`src/verilog/sleep_ctrl_map.svh`:
```
// constants for the sleep mode power controller
`ifndef SLEEP_CTRL_MAP_SVH
`define SLEEP_CTRL_MAP_SVH
`define SEL_IDLE 3'h0
`define SEL_ADC_QUIET 3'h1
`define SEL_POWER_DOWN 3'h2
`define SEL_POWER_SAVE 3'h3
`define SEL_STANDBY 3'h6
`define SEL_EXT_STANDBY 3'h7
`define WAKE_HALT_CYCLES 4'h4
`define STANDBY_WAKE_CYCLES 4'h6
`define STARTUP_CYCLES_DEFAULT 16
`define WAKE_IDLE_IDX 0
`define WAKE_ADC_IDX 1
`define WAKE_PD_IDX 2
`define WAKE_PS_IDX 3
`define WAKE_SB_IDX 4
`define WAKE_ESB_IDX 5
`endif

```
`src/verilog/sleep_ctrl_pkg.sv`:
```
// types for the sleep mode power controller
package sleep_ctrl_pkg;
  typedef enum logic [2:0] {
    st_run, st_sleep, st_chain_up, st_startup, st_halt
  } sleep_state_type;
  // wake sources: 0 irq_other,1 ext_low,2 ext_high_level,3 twi match,
  // 4 timer2,5 store ready,6 adc done,7 wdt,8 io other,9 symbol cnt,10 radio
  typedef logic [10:0] wake_vec_type;
endpackage

```
`src/verilog/sleep_sync_if.sv`:
```
// synchronised wake request lines shared between the synchroniser and the core
interface sleep_sync_if;
  logic [10:0] wake;
  logic reset_req;
  modport producer(output wake, output reset_req);
  modport consumer(input wake, input reset_req);
endinterface

```
`src/verilog/sleep_mode_power_controller.sv`:
```
// sleep mode entry, clock gating, deep sleep and wake sequencing
// Contract
// power-down or power-save with radio asleep enters deep sleep
// software must not sleep deep while the radio is still waking
// deep sleep turns off digital and analog regulators and power chain
// sram held in retention throughout deep sleep; code retains it only while the power chain is off
// deep wake restores chain first, then normal wake continues
// software disables the adc before deep sleep
// sleep only when arm bit set and sleep instruction runs
// select 000 gives idle, 001 gives adc quiet mode
// interrupt wake holds cpu four cycles past start-up time
// wake keeps register file and sram contents
// reset during sleep wakes and restarts at reset vector
// idle gates only cpu and flash clocks
// adc quiet mode gates io, cpu and flash clocks
// adc enabled at idle or quiet entry starts a conversion
// adc quiet mode accepts its listed wake events
// deeper modes: upper external lines wake only level-triggered
// async domain and timer2 wake only when timer2 runs async; idle keeps both regardless of timer2 mode
// software may set comparator off bit in idle
// select 010 gives power-down, 011 gives power-save
// 110 and 111 give standby modes, six cycle wake
// with arm bit clear sleep instruction does nothing
`include "sleep_ctrl_map.svh"
module sleep_mode_power_controller #(
  parameter int startup_cycles = `STARTUP_CYCLES_DEFAULT
) (
  input wire logic ref_clk_in,
  input wire logic reset_n_in,
  input wire logic sleep_arm_bit_in,
  input wire logic [2:0] sleep_select_field_in,
  input wire logic sleep_instr_in,
  input wire logic radio_asleep_in,
  input wire logic adc_enable_in,
  input wire logic timer2_async_in,
  input wire logic high_irq_level_in,
  input wire logic [10:0] wake_raw_in,
  input wire logic reset_raw_in,
  output logic cpu_clock_domain_out,
  output logic flash_clock_domain_out,
  output logic io_clock_domain_out,
  output logic adc_clock_domain_out,
  output logic async_clock_domain_out,
  output logic main_osc_on_out,
  output logic timer_osc_on_out,
  output logic digital_supply_rail_out,
  output logic analog_supply_rail_out,
  output logic power_chain_on_out,
  output logic sram_retain_out,
  output logic adc_start_out,
  output logic cpu_halted_out,
  output logic run_irq_out,
  output logic reset_vector_out,
  output logic deep_sleep_out,
  output logic [2:0] sleep_mode_out
);
  import sleep_ctrl_pkg::*;

  sleep_sync_if sync_bus();
  sleep_wake_sync u_sync (
    .ref_clk_in(ref_clk_in),
    .reset_n_in(reset_n_in),
    .wake_raw_in(wake_raw_in),
    .reset_raw_in(reset_raw_in),
    .sync(sync_bus.producer)
  );

  sleep_state_type state, next_state;
  logic [2:0] mode, next_mode;
  logic deep, next_deep;
  logic [15:0] count, next_count;
  logic chain_on, next_chain_on;
  logic [5:0] gate, next_gate; // cpu,flash,io,adc,async,main osc
  logic timer_osc, next_timer_osc;
  logic adc_start, next_adc_start;
  logic run_irq, next_run_irq;
  logic rst_vec, next_rst_vec;
  logic by_reset, next_by_reset;
  logic retain, next_retain;
  logic halted, next_halted;
  wake_vec_type allowed;
  logic wake_hit;
  logic sel_legal;

  // allowed wake sources per mode
  always_comb begin
    allowed = 11'h000;
    unique case (mode)
      `SEL_IDLE: allowed = 11'h7ff;
      `SEL_ADC_QUIET: allowed = 11'h6fe;
      `SEL_POWER_DOWN, `SEL_STANDBY: allowed = 11'h78e;
      `SEL_POWER_SAVE, `SEL_EXT_STANDBY: allowed = 11'h79e;
      default: allowed = 11'h000;
    endcase
    // upper external lines only as level interrupts outside idle
    if (mode != `SEL_IDLE && !high_irq_level_in) begin
      allowed[2] = 1'b0;
    end
    // timer2 wake needs async operation in every mode except idle
    if (mode != `SEL_IDLE && !timer2_async_in) begin
      allowed[4] = 1'b0;
    end
    wake_hit = |(sync_bus.wake & allowed);
  end

  always_comb begin
    sel_legal = sleep_select_field_in inside {`SEL_IDLE, `SEL_ADC_QUIET,
      `SEL_POWER_DOWN, `SEL_POWER_SAVE, `SEL_STANDBY, `SEL_EXT_STANDBY};
  end

  // sequencer
  always_comb begin
    next_state = state;
    next_mode = mode;
    next_deep = deep;
    next_count = count;
    next_chain_on = chain_on;
    next_adc_start = 1'b0;
    next_run_irq = 1'b0;
    next_rst_vec = 1'b0;
    next_by_reset = by_reset;
    if (sync_bus.reset_req && state != st_run) begin
      // reset wake still waits for the power chain, then restarts
      next_by_reset = 1'b1;
    end
    unique case (state)
      st_run: begin
        // reserved select codes never enter a mode
        if (sleep_instr_in && sleep_arm_bit_in && sel_legal) begin
          next_state = st_sleep;
          next_mode = sleep_select_field_in;
          next_by_reset = 1'b0;
          next_deep = radio_asleep_in &&
            (sleep_select_field_in == `SEL_POWER_DOWN ||
             sleep_select_field_in == `SEL_POWER_SAVE);
          if (adc_enable_in && (sleep_select_field_in == `SEL_IDLE ||
              sleep_select_field_in == `SEL_ADC_QUIET)) begin
            next_adc_start = 1'b1;
          end
        end
      end
      st_sleep: begin
        if (deep) begin
          next_chain_on = 1'b0;
        end
        if (wake_hit || sync_bus.reset_req) begin
          next_state = deep ? st_chain_up : st_startup;
          next_count = (mode == `SEL_STANDBY || mode == `SEL_EXT_STANDBY) ?
            16'(`STANDBY_WAKE_CYCLES) : 16'(startup_cycles);
        end
      end
      st_chain_up: begin
        next_chain_on = 1'b1;
        if (chain_on) begin
          next_state = st_startup;
          next_deep = 1'b0;
        end
      end
      st_startup: begin
        if (count <= 16'h0001) begin
          next_state = st_halt;
          next_count = 16'(`WAKE_HALT_CYCLES);
        end else begin
          next_count = count - 16'h0001;
        end
      end
      st_halt: begin
        if (count <= 16'h0001) begin
          next_state = st_run;
          next_count = 16'h0000;
          next_run_irq = !by_reset;
          next_rst_vec = by_reset;
          next_by_reset = 1'b0;
        end else begin
          next_count = count - 16'h0001;
        end
      end
    endcase
  end

  // clock gating per mode, ones mean running
  always_comb begin
    next_gate = 6'h3f;
    next_timer_osc = 1'b1;
    if (next_state == st_sleep) begin
      unique case (next_mode)
        `SEL_IDLE: next_gate = 6'h0f;
        `SEL_ADC_QUIET: next_gate = 6'h07;
        `SEL_STANDBY, `SEL_EXT_STANDBY: next_gate = 6'h01;
        default: next_gate = 6'h00;
      endcase
      if (next_mode != `SEL_IDLE && next_mode != `SEL_POWER_DOWN &&
          next_mode != `SEL_STANDBY) begin
        next_gate[1] = timer2_async_in;
      end else if (next_mode != `SEL_IDLE) begin
        next_gate[1] = 1'b0;
      end
      next_timer_osc = next_gate[1];
    end else if (next_state != st_run) begin
      // waking: everything but the cpu runs again
      next_gate = 6'h1f;
    end
    next_halted = !next_gate[5];
    next_retain = next_deep && !next_chain_on;
  end

  always_ff @(posedge ref_clk_in) begin
    if (!reset_n_in) begin
      state <= st_run;
      mode <= `SEL_IDLE;
      deep <= 1'b0;
      count <= 16'h0000;
      chain_on <= 1'b1;
      gate <= 6'h3f;
      timer_osc <= 1'b1;
      adc_start <= 1'b0;
      run_irq <= 1'b0;
      rst_vec <= 1'b0;
      by_reset <= 1'b0;
      retain <= 1'b0;
      halted <= 1'b0;
    end else begin
      state <= next_state;
      mode <= next_mode;
      deep <= next_deep;
      count <= next_count;
      chain_on <= next_chain_on;
      gate <= next_gate;
      timer_osc <= next_timer_osc;
      adc_start <= next_adc_start;
      run_irq <= next_run_irq;
      rst_vec <= next_rst_vec;
      by_reset <= next_by_reset;
      retain <= next_retain;
      halted <= next_halted;
    end
  end

  // register file and sram are never written here, only retained
  assign cpu_clock_domain_out = gate[5];
  assign flash_clock_domain_out = gate[4];
  assign io_clock_domain_out = gate[3];
  assign adc_clock_domain_out = gate[2];
  assign async_clock_domain_out = gate[1];
  assign main_osc_on_out = gate[0];
  assign timer_osc_on_out = timer_osc;
  assign digital_supply_rail_out = chain_on;
  assign analog_supply_rail_out = chain_on;
  assign power_chain_on_out = chain_on;
  assign sram_retain_out = retain;
  assign adc_start_out = adc_start;
  assign cpu_halted_out = halted;
  assign run_irq_out = run_irq;
  assign reset_vector_out = rst_vec;
  assign deep_sleep_out = deep;
  assign sleep_mode_out = mode;

  property p_arm;
    @(posedge ref_clk_in) disable iff (!reset_n_in)
      (state == st_run && sleep_instr_in && !sleep_arm_bit_in) |=> state == st_run;
  endproperty
  a_arm: assert property (p_arm) else $error("sleep entered unarmed");
  property p_deep;
    @(posedge ref_clk_in) disable iff (!reset_n_in)
      (state == st_run && sleep_instr_in && sleep_arm_bit_in && radio_asleep_in &&
       sleep_select_field_in == `SEL_POWER_DOWN) |=> deep ##1 !chain_on;
  endproperty
  a_deep: assert property (p_deep) else $error("deep sleep not entered");
  property p_idle;
    @(posedge ref_clk_in) disable iff (!reset_n_in)
      (state == st_sleep && mode == `SEL_IDLE) |-> gate[5:2] == 4'h3;
  endproperty
  a_idle: assert property (p_idle) else $error("idle gating wrong");
  property p_quiet;
    @(posedge ref_clk_in) disable iff (!reset_n_in)
      (state == st_sleep && mode == `SEL_ADC_QUIET) |-> gate[5:2] == 4'h1;
  endproperty
  a_quiet: assert property (p_quiet) else $error("quiet gating wrong");
  property p_ret;
    @(posedge ref_clk_in) disable iff (!reset_n_in)
      !chain_on |-> sram_retain_out;
  endproperty
  a_ret: assert property (p_ret) else $error("sram not retained");
  property p_halt;
    @(posedge ref_clk_in) disable iff (!reset_n_in)
      (state == st_startup && $past(state) == st_startup && count == 16'h0001)
      |=> state == st_halt [*4] ##1 state == st_run;
  endproperty
  a_halt: assert property (p_halt) else $error("halt not four cycles");
  property p_chain;
    @(posedge ref_clk_in) disable iff (!reset_n_in)
      state == st_startup |-> chain_on;
  endproperty
  a_chain: assert property (p_chain) else $error("startup before chain");
  property p_adc;
    @(posedge ref_clk_in) disable iff (!reset_n_in)
      (state == st_run && sleep_instr_in && sleep_arm_bit_in && adc_enable_in &&
       sleep_select_field_in == `SEL_IDLE) |=> adc_start;
  endproperty
  a_adc: assert property (p_adc) else $error("no adc start");
  property p_rst;
    @(posedge ref_clk_in) disable iff (!reset_n_in)
      (state == st_halt && by_reset && count == 16'h0001) |=> rst_vec && !run_irq;
  endproperty
  a_rst: assert property (p_rst) else $error("reset wake wrong vector");
  c_deep: cover property (@(posedge ref_clk_in) disable iff (!reset_n_in)
    state == st_chain_up);
  c_idle: cover property (@(posedge ref_clk_in) disable iff (!reset_n_in)
    run_irq && mode == `SEL_IDLE);
  c_sb: cover property (@(posedge ref_clk_in) disable iff (!reset_n_in)
    run_irq && mode == `SEL_STANDBY);
endmodule

```
`src/verilog/sleep_wake_sync.sv`:
```
// two-stage synchroniser for the asynchronous wake and reset inputs
module sleep_wake_sync (
  input wire logic ref_clk_in,
  input wire logic reset_n_in,
  input wire logic [10:0] wake_raw_in,
  input wire logic reset_raw_in,
  sleep_sync_if.producer sync
);
  logic [11:0] stage1;
  logic [11:0] stage2;
  logic [11:0] next_stage1;
  logic [11:0] next_stage2;
  always_comb begin
    next_stage1 = {reset_raw_in, wake_raw_in};
    next_stage2 = stage1;
  end
  always_ff @(posedge ref_clk_in) begin
    if (!reset_n_in) begin
      stage1 <= 12'h000;
      stage2 <= 12'h000;
    end else begin
      stage1 <= next_stage1;
      stage2 <= next_stage2;
    end
  end
  assign sync.wake = stage2[10:0];
  assign sync.reset_req = stage2[11];
endmodule

```
`config.mk`:
```
export PLATFORM = sky130hd
export DESIGN_NAME = sleep_mode_power_controller
export DESIGN_NICKNAME = d
export VERILOG_FILES = /design/src/verilog/sleep_ctrl_pkg.sv /design/src/verilog/sleep_sync_if.sv /design/src/verilog/sleep_mode_power_controller.sv /design/src/verilog/sleep_wake_sync.sv
export VERILOG_INCLUDE_DIRS = /design/src /design/src/verilog
export SDC_FILE = /design/constraint.sdc
export NUM_CORES = 1
export LEC_CHECK = 0
export BUFFER_PORTS_ARGS = -buffer_cell sky130_fd_sc_hd__buf_4
export CORE_ASPECT_RATIO = 0.8
export CORE_MARGIN = 2
export CORE_UTILIZATION = 44
export DETAILED_ROUTE_END_ITERATION = 8
export GPL_TIMING_DRIVEN = 0
export PLACE_DENSITY = 0.7
export SYNTH_ARGS = -nofsm -noshare
export SYNTH_HDL_FRONTEND = slang
export SYNTH_SLANG_ARGS = --single-unit
```
`constraint.sdc`:
```
create_clock -name ref_clk_in -period 2.2 [get_ports ref_clk_in]
set_input_delay 0.33 -clock ref_clk_in [delete_from_list [all_inputs] [get_ports ref_clk_in]]
set_output_delay 0.33 -clock ref_clk_in [all_outputs]
set_load 0.01 [all_outputs]
```
==> results.toml, run 1 <==
[synthesis]
ys_warn_count = 0
syn-num-nets = 306
synth-seq-area-share_pct = 47.60
synthDistinctLibCells = 51
synth-seq-cells = 60
synth_edf_count = 0
synth_top_cell_by_area = "dfxtp_1"
synthesis.area_um2 = 2524
yosys-top-cells-count = "dfxtp_1 (60), and2_1 (29), nor2_1 (22)"
syn_inst = 281
async_flop_share_pct = 0
ys_top_cells_by_area = "dfxtp_1 (48%), and2_1 (7.2%), a21oi_1 (4.2%)"
synth_most_common_cell = "dfxtp_1"
avgSynthCellArea_um2 = 8.981
yosys.area.top_type_share_pct = 47.60
synthFlopType = "dfxtp_1"

[floorplan]
die_w_um = 88.68
dieArea_um2 = 6362
floorplan.initialDensity_pct = 45.92
pin_count = 42
core-area_um2 = 5495
rows = 24
die_h_um = 71.74

[clocking]
cts_tree = "done"
cts_buffers = 9
cts_sinks = 60
insertion_delay_ps = 340
clockBufferDepth = 2
clockRootBuffer = "clkbuf_8"
h-tree-depth = 3
path_clk_slew_ps = 70

[pwr]
combPwrFrac_pct = 37.3
p_sw_mw = 1.270
p_leak_nw = 1.348
switching_share_pct = 34.71
power_density_nw_per_um2 = 1100
pwr-share-clk_pct = 26.6
p_seq_share_pct = 36.0
max-vdd-ir-drop_v = 0.0005689
intPower_mw = 2.388

[placed_design]
dp_cells = 400
pre_cts_slack_ps = -235.9
portBuffers = 41
hpwl_um = 3757
gp_congestion = 0.8203

[sta]
grt_setup_unrepaired = "yes"
tightest_slew_ps = 554.1
clock_skew_ps = 9.089
min_period_ps = 2203
setup_violations = 1
finalSetupTns_ps = -3.427
maxSlewViolCount = 0
fmax_mhz = 453.8
hold_viol_final = 0
post-route-period-util_pct = 100.2
slew_headroom_pct = 62.72
fin_ws_ps = -3.427

[layout]
area_delta_synth_final_pct = 31.83
final_cells = 426
drive_gt1_share_pct = 29.89
nets = 368
antenna_cells = 0

[critical_path]
path_class = "flop to flop"
crit_path_start = "u_sync.stage2[1]"
cp.arrival_ps = 2470
required_ps = 2470
end_kind = "flop"
rr_startpoint = "u_sync.stage2[1]"
start_kind = "flop"
path_max_fanout = 10

[global_route]
antenna_found_initial = 0
grt_first_pass_wirelength_um = 8735
grt_max_degree = 12
grt.busiest_layer = "met2"
gr-total-overflow = 0
use_met1_pct = 23.04
first_global_vias = 1924
grt_use_met2_pct = 27.94
grt_util_met3_pct = 6.221
grt_use_total_pct = 17.74

[routing]
wl_um = 5559
drc = 0
num_vias = 2236
wl_per_cell_um = 13.05
dr.pass1.iters = 7
vias_per_cell = 5.249
drt_iter0_drc = 285
antenna_left = 0

[worst_hold_path]
hp-class = "primary input to flop"
min_from = "sleep_select_field_in[1]"

[flow_run]
maxCapViolations = 0

[status]
status = "complete, but fails checks"
violations = "negative setup slack"
==> cell families (layout without fill, tap and decap cells) <==
| logic type | count (synthesis) | in the layout | synth area share (%) |
|---|---|---|---|
| compound gates | 69 | 69 | 18.00 |
| xor+xnor | 3 | 3 | 1.041 |
| fa+ha+maj | 2 | 2 | 0.9914 |
| buf+inv | 22 | 89 | 4.264 |
| flops | 60 | 60 | 47.60 |
| mux | 2 | 2 | 0.7933 |
| simple gates | 123 | 123 | 27.32 |
==> what timing repair did <==
item / CTS / global route
setup endpoints to repair: 22 / 24
pin swaps: 4 / 7
cloned: 0 / 1
hold buffers: 0 / 0
gates resized for setup: 7 / 24
buffers inserted: 3 / 6
==> registers in the layout (all words and copies together), names as in the netlist <==
name                    cells
sleep_mode_out              3
analog_supply_rail_out      1
cpu_halted_out              1
reset_vector_out            1
run_irq_out                 1
sram_retain_out             1
deep_sleep_out              1
gate                        6
state                       3
adc_start_out               1
u_sync.stage2              12
u_sync.next_stage2         12
count                      16
by_reset                    1
==> routing by layer <==
layer / wire length (um) / share of wire [%]
met2: 2652 / 48
met3: 336 / 6.0
met1: 2548 / 46
met4: 21 / 0.38
met5: 0 / 0
==> layout by cell type, fill, tap and decap left out, types with 3 or more instances in the layout <==
cell type	n
nor3_1	8
or3_1	13
a21o_1	3
a211oi_1	3
nor4_1	3
o21ai_1	5
or4_1	6
a21oi_2	4
dfxtp_1	58
clkbuf_8	10
clkbuf_1	6
a21oi_1	19
nand3_1	7
a211oi_2	3
nor2_1	21
nand2_1	15
nor3_2	3
o21ai_0	9
o31ai_1	4
inv_1	8
and2_1	29
buf_4	53
==> path summary, 6_finish.rpt <==
| kind | end | slack [ps] | cells past startpoint |
|---|---|---|---|
| hold / removal | adc_start_out | 180 | 2 |
| hold reg to reg | u_sync.stage2[5] | 430 | 1 |
| setup / recovery | count[7] | -3 | 8 |
| setup reg to reg | count[7] | -3 | 8 |
==> area by class of cell <==
cell class | count | area, um2
Buffer | 14 | 92.59
Clock buffer | 10 | 137.6
Clock inverter | 6 | 63.81
Fill cell | 500 | 2168
Inverter | 8 | 30.03
Multi-Input combinational cell | 199 | 1301
Sequential cell | 60 | 1204
Tap cell | 78 | 97.59
Timing Repair Buffer | 51 | 400.4
==> power groups by stage <==
stage,Clock (mW),Combinational (mW),Sequential (mW)
floorplan,0,0.851,1.32
CTS,0.997,1.20,1.31
global placement,0,1.13,1.33
finish,0.975,1.37,1.32
detailed placement,0,1.13,1.33
global route,1.04,1.49,1.33
==> critical path, stage by stage, from the launching register on <==
cell and delay [ps]:
dfxtp_1 300, or4_4 540, a211oi_4 250, buf_4 150, o2111a_1 190, nor3_1 90, a311o_1 340, buf_6 160
a21oi_1 120
==> stage by stage <==
| stage | power (mW) | hold WS, ps | util [%] | instance area, um2 |
|---|---|---|---|---|
| after floorplan | 2.174 | 407.0 | - | 2524 |
| after global placement | 2.451 | 415.7 | 53.30 | 2929 |
| final | 3.658 | 181.7 | 60.54 | 3327 |
| after detailed placement | 2.460 | 416.9 | 53.30 | 2929 |
| after CTS | 3.501 | 164.7 | 57.90 | 3182 |
| after global routing | 3.869 | 170.2 | 60.54 | 3327 |
No activity file was read; power rests on OpenSTA's default activity.
==> inputs of run 2 (changes only) <==
- clock period: 2.2 -> 2.01 ns (I/O delays scaled with it)
==> run 2 against run 1 <==
Net effect: die area is the same; final cell count grew 3.3%; sequential cell count is the same; via count grew 5.9%; clock power grew 24%; combinational power grew 66%; count of clock-buffer cells in the layout is the same; the flow still finishes with violations (negative setup slack); total power grew 35%; first-iteration DRC count shrank 13%; critical path type unchanged; critical path depth shrank 1; maximum frequency grew 2.8%; clock skew shrank 2.0 ps; highest routed layer unchanged.
==> results.toml, run 2 (synthesis gave the netlist of run 1 again) <==
[floorplan]
pin_count = 42
dieArea_um2 = 6362
rows = 24
die_w_um = 88.68
die_h_um = 71.74
floorplan.initialDensity_pct = 45.92
core-area_um2 = 5495

[global_route]
grt_first_pass_wirelength_um = 9867
gr-total-overflow = 0
first_global_vias = 2120
grt_max_degree = 12
grt_use_total_pct = 20.37
antenna_found_initial = 0

[worst_hold_path]
min_from = "sleep_select_field_in[1]"
hp-class = "primary input to flop"

[sta]
min_period_ps = 2143
slew_headroom_pct = 62.59
finalSetupTns_ps = -2280
worst_hold_slack_ps = 141.6
hold_viol_final = 0
setup_violations = 24
tightest_slew_ps = 561.2
fin_ws_ps = -132.5
fmax_mhz = 466.7
maxSlewViolCount = 0
post-route-period-util_pct = 106.6
grt_setup_unrepaired = "yes"
clock_skew_ps = 7.111

[layout]
mostFrequentLayoutCells = "buf_4 (62), dfxtp_1 (57), and2_1 (29)"
final_cells = 440
antenna_cells = 0
drive_gt1_share_pct = 39.23
layout.cells.most_common = "buf_4"
largest_reg_flops = 16
nets = 382
fin_util_pct = 65.71
largest-register = "count"
area_delta_synth_final_pct = 43.08

[clocking]
insertion_delay_ps = 340
cts_buffers = 9
path_clk_slew_ps = 70
cts-hold-fix-buffers = 0
h-tree-depth = 3
cts_sinks = 60
clockBufferDepth = 2
cts_tree = "done"
clockRootBuffer = "clkbuf_8"

[routing]
top_layer_used = "met4"
dr.pass1.iters = 5
vias_per_cell = 5.384
wl_per_cell_um = 14.70
drc = 0
wl_met3_um = 488
antenna_left = 0
wl_met1_um = 2814
drt_iter0_drc = 248
dr_wl_met2_um = 3105
num_vias = 2369
wl_um = 6470

[pwr]
switching_share_pct = 34.47
p_seq_share_pct = 29.6
p_sw_mw = 1.705
pwr-share-clk_pct = 24.5
p_total_mw = 4.946
intPower_mw = 3.241
max-vdd-ir-drop_v = 0.0005324
p_leak_nw = 1.455
power_density_nw_per_um2 = 1370
combPwrFrac_pct = 45.9

[critical_path]
timing.rr.end = "count[12]"
path_max_fanout = 5
slowest_delay_ps = 550
path_class = "flop to flop"
worst_path_max_delay_cell = "or4_4"
reg2reg_depth = 7
crit_chain = "or4_4 > nand2b_4 > or3_4 > o21ai_2 > a311o_1 > buf_6 > a21oi_2"
cp.arrival_ps = 2370
reg2reg_slack_ps = -130
rr_startpoint = "count[7]"
required_ps = 2240
crit_path_start = "count[7]"
critPathCapture = "count[12]"
end_kind = "flop"
start_kind = "flop"

[placed_design]
dp_cells = 400
hpwl_um = 3850
gp_congestion = 0.8195
portBuffers = 41

[flow_run]
maxCapViolations = 0

[status]
status = "complete, but fails checks"
violations = "negative setup slack"
-- run 2: cell type report --
class / count / area (um2)
Fill cell: 461 / 1884
Multi-Input combinational cell: 199 / 1420
Sequential cell: 60 / 1205
Timing Repair Buffer: 66 / 544.3
Clock buffer: 10 / 137.6
Tap cell: 78 / 97.59
Buffer: 13 / 88.84
Clock inverter: 6 / 87.58
Inverter: 8 / 30.03
-- run 2: per-layer routing --
| layer | GRT usage, % | up-vias |
|---|---|---|
| met2 | 30.93 | 82 |
| li1 | - | 1150 |
| met3 | 7.373 | 7 |
| met4 | 8.081 | 0 |
| met1 | 26.35 | 1130 |
| met5 | 0 | - |
-- run 2: stage by stage --
stage / setup WS (ps) / instance area (um2)
6_report: -132.5 / 3611
5_1_grt: -211.8 / 3611
4_1_cts: -116.5 / 3442
3_5_place_dp: -376.1 / 2942
3_3_place_gp: -354.6 / 2942
2_1_floorplan: -34.73 / 2536
-- run 2: worst min-delay path by stage --
| stage | end | cells after the start |
|---|---|---|
| 4_1_cts | adc_start_out | 2 |
| 3_3_place_gp | u_sync.stage2[7] | 1 |
| 2_1_floorplan | adc_start_out | 1 |
| 3_5_place_dp | u_sync.stage2[1] | 1 |
| 6_report | adc_start_out | 2 |
| 5_1_grt | adc_start_out | 2 |
-- run 2: power groups by stage --
stage / sequential, mW / combinational, mW / clock, mW
floorplan: 1.45 / 0.940 / 0
global placement: 1.45 / 1.24 / 0
detailed placement: 1.45 / 1.26 / 0
CTS: 1.45 / 1.76 / 1.23
global route: 1.48 / 2.40 / 1.29
finish: 1.46 / 2.27 / 1.21
-- run 2: worst max-delay path, delay by kind of cell, from the launching register on --
kind | cells | cell delay [ps]
and+or+nand+nor | 3 | 1120
DFF | 1 | 330
AOI/OAI and AO/OA | 3 | 390
buffers and inverters | 1 | 180
-- run 2: repair_timing --
item                                    CTS  global route
cloned                                    1             1
endpoints found under the setup margin   25            26
endpoints found under the hold margin     0             0
setup buffers                            17             6
gates resized for setup                  37            25
pin swaps                                15            10
==> inputs of run 3 (changes only) <==
- PLACE_DENSITY: 0.7 -> 0.74
- SETUP_SLACK_MARGIN: not set -> 0.15
==> run 3 against run 2 <==
Net effect: the run still ends with negative setup slack left; die area stayed put; via count is 1.8% higher; final area is 0.49% higher; wire length is 3.7% higher; utilization is 0.32 points higher; sequential cell count stayed put; maximum frequency is 4.3% lower; global-route usage is 0.34 points lower; clock skew is 9.2 ps higher; largest cell class unchanged; largest power group unchanged.
==> results.toml, run 3 (synthesis gave the netlist of run 1 again) <==
[worst_hold_path]
min_from = "sleep_select_field_in[1]"
hp-class = "primary input to flop"
holdPathStages = 2

[global_route]
grt_use_met2_pct = 30.93
use_met1_pct = 26.19
grt.busiest_layer = "met2"
antenna_found_initial = 0
first_global_vias = 2161
grt_first_pass_wirelength_um = 9922
grt_max_degree = 13
grt_util_met3_pct = 6.221
grt_use_total_pct = 20.03
gr-total-overflow = 0

[placed_design]
portBuffers = 41
hpwl_um = 3737
gp_congestion = 0.8742
postPlaceCellArea_um2 = 2984
pre_cts_slack_ps = -309.4

[critical_path]
slowest_delay_ps = 560
cp.arrival_ps = 2460
critPathCapture = "count[14]"
path_max_fanout = 5
start_kind = "flop"
end_kind = "flop"
worst_path_max_delay_cell = "or4_4"
reg2reg_depth = 7
crit_chain = "or4_4 > nand2b_4 > or3_4 > o21ai_2 > a311o_1 > buf_6 > a21oi_2"
timing.rr.end = "count[14]"
rr_startpoint = "count[7]"
path_class = "flop to flop"
reg2reg_slack_ps = -230
crit_path_start = "count[7]"
required_ps = 2230

[sta]
fin_ws_ps = -228.4
maxSlewViolCount = 0
slew_headroom_pct = 55.77
clock_skew_ps = 16.29
finalSetupTns_ps = -3761
worst_hold_slack_ps = 145.7
fmax_mhz = 446.7
setup_violations = 25
tightest_slew_ps = 663.4
hold_viol_final = 0
min_period_ps = 2238
grt_setup_unrepaired = "yes"
post-route-period-util_pct = 111.4

[layout]
mostFrequentLayoutCells = "buf_4 (61), dfxtp_1 (55), and2_1 (29)"
layout.cells.most_common = "buf_4"
antenna_cells = 0
design_area_um2 = 3628
drive_gt1_share_pct = 41.99
area_delta_synth_final_pct = 43.78
largest-register = "count"
largest_reg_flops = 16
nets = 382
fin_util_pct = 66.03

[clocking]
clockBufferDepth = 2
h-tree-depth = 3
path_clk_slew_ps = 80
cts_buffers = 9
cts_tree = "done"
cts-hold-fix-buffers = 0
clockRootBuffer = "clkbuf_8"
insertion_delay_ps = 350
cts_sinks = 60

[floorplan]
pin_count = 42
dieArea_um2 = 6362
rows = 24
die_h_um = 71.74
floorplan.initialDensity_pct = 45.92
core-area_um2 = 5495
die_w_um = 88.68

[pwr]
max-vdd-ir-drop_v = 0.0006996
p_leak_nw = 1.450
power_density_nw_per_um2 = 1342

[flow_run]
maxCapViolations = 0

[routing]
dr.pass1.iters = 6
antenna_left = 0
drt_iter0_drc = 250
wl_um = 6709
wl_per_cell_um = 15.25
drc = 0
num_vias = 2411
vias_per_cell = 5.480

[status]
status = "complete, but fails checks"
violations = "negative setup slack"
run 3: through the flow:
stage,power (mW),std cells
4_1_cts,4.399,434
6_report,4.868,440
5_1_grt,5.084,440
3_5_place_dp,2.775,400
3_3_place_gp,2.757,400
2_1_floorplan,2.458,281
run 3: worst max-delay path, delay by kind of cell (launching register included):
| kind | cells | cell delay [ps] |
|---|---|---|
| AOI/OAI and AO/OA | 3 | 470 |
| and+or+nand+nor | 3 | 1120 |
| DFF | 1 | 330 |
| buffers and inverters | 1 | 200 |
run 3: repair_timing:
item,CTS,global route
gates cloned,2,0
pin swaps,13,10
gates resized for setup,38,30
buffers inserted,16,6
endpoints found under the setup margin,29,31
run 3: how the worst min path moves through the flow:
stage,endpoint,slack [ps]
finish,adc_start_out,150
global route,adc_start_out,150
CTS,adc_start_out,140
detailed placement,u_sync.stage2[7],420
global placement,u_sync.stage2[2],410
floorplan,adc_start_out,380
run 3: routing by layer:
metal | up-vias | wire, um | part of all wire, %
li1 | 1156 | - | -
met1 | 1124 | 2883 | 43
met2 | 112 | 3151 | 47
met3 | 19 | 554 | 8.3
met4 | 0 | 119 | 1.8
met5 | - | 0 | 0
run 3: power breakdown:
part,internal (mW),switching [mW],total [mW]
Clock,0.577,0.502,1.08
Combinational,1.17,1.16,2.32
Sequential,1.34,0.128,1.46
Total,3.08,1.79,4.87
run 3: final cells by class:
cell class                 instances  area (um2)
fill                             409        1867
multi-input combinational        199        1466
sequential                        60        1210
timing repair buffer              65       530.5
clock buffer                       9       123.9
tap                               78       97.59
buffer                            14       93.84
clock inverter                     7       76.32
inverter                           8       30.03
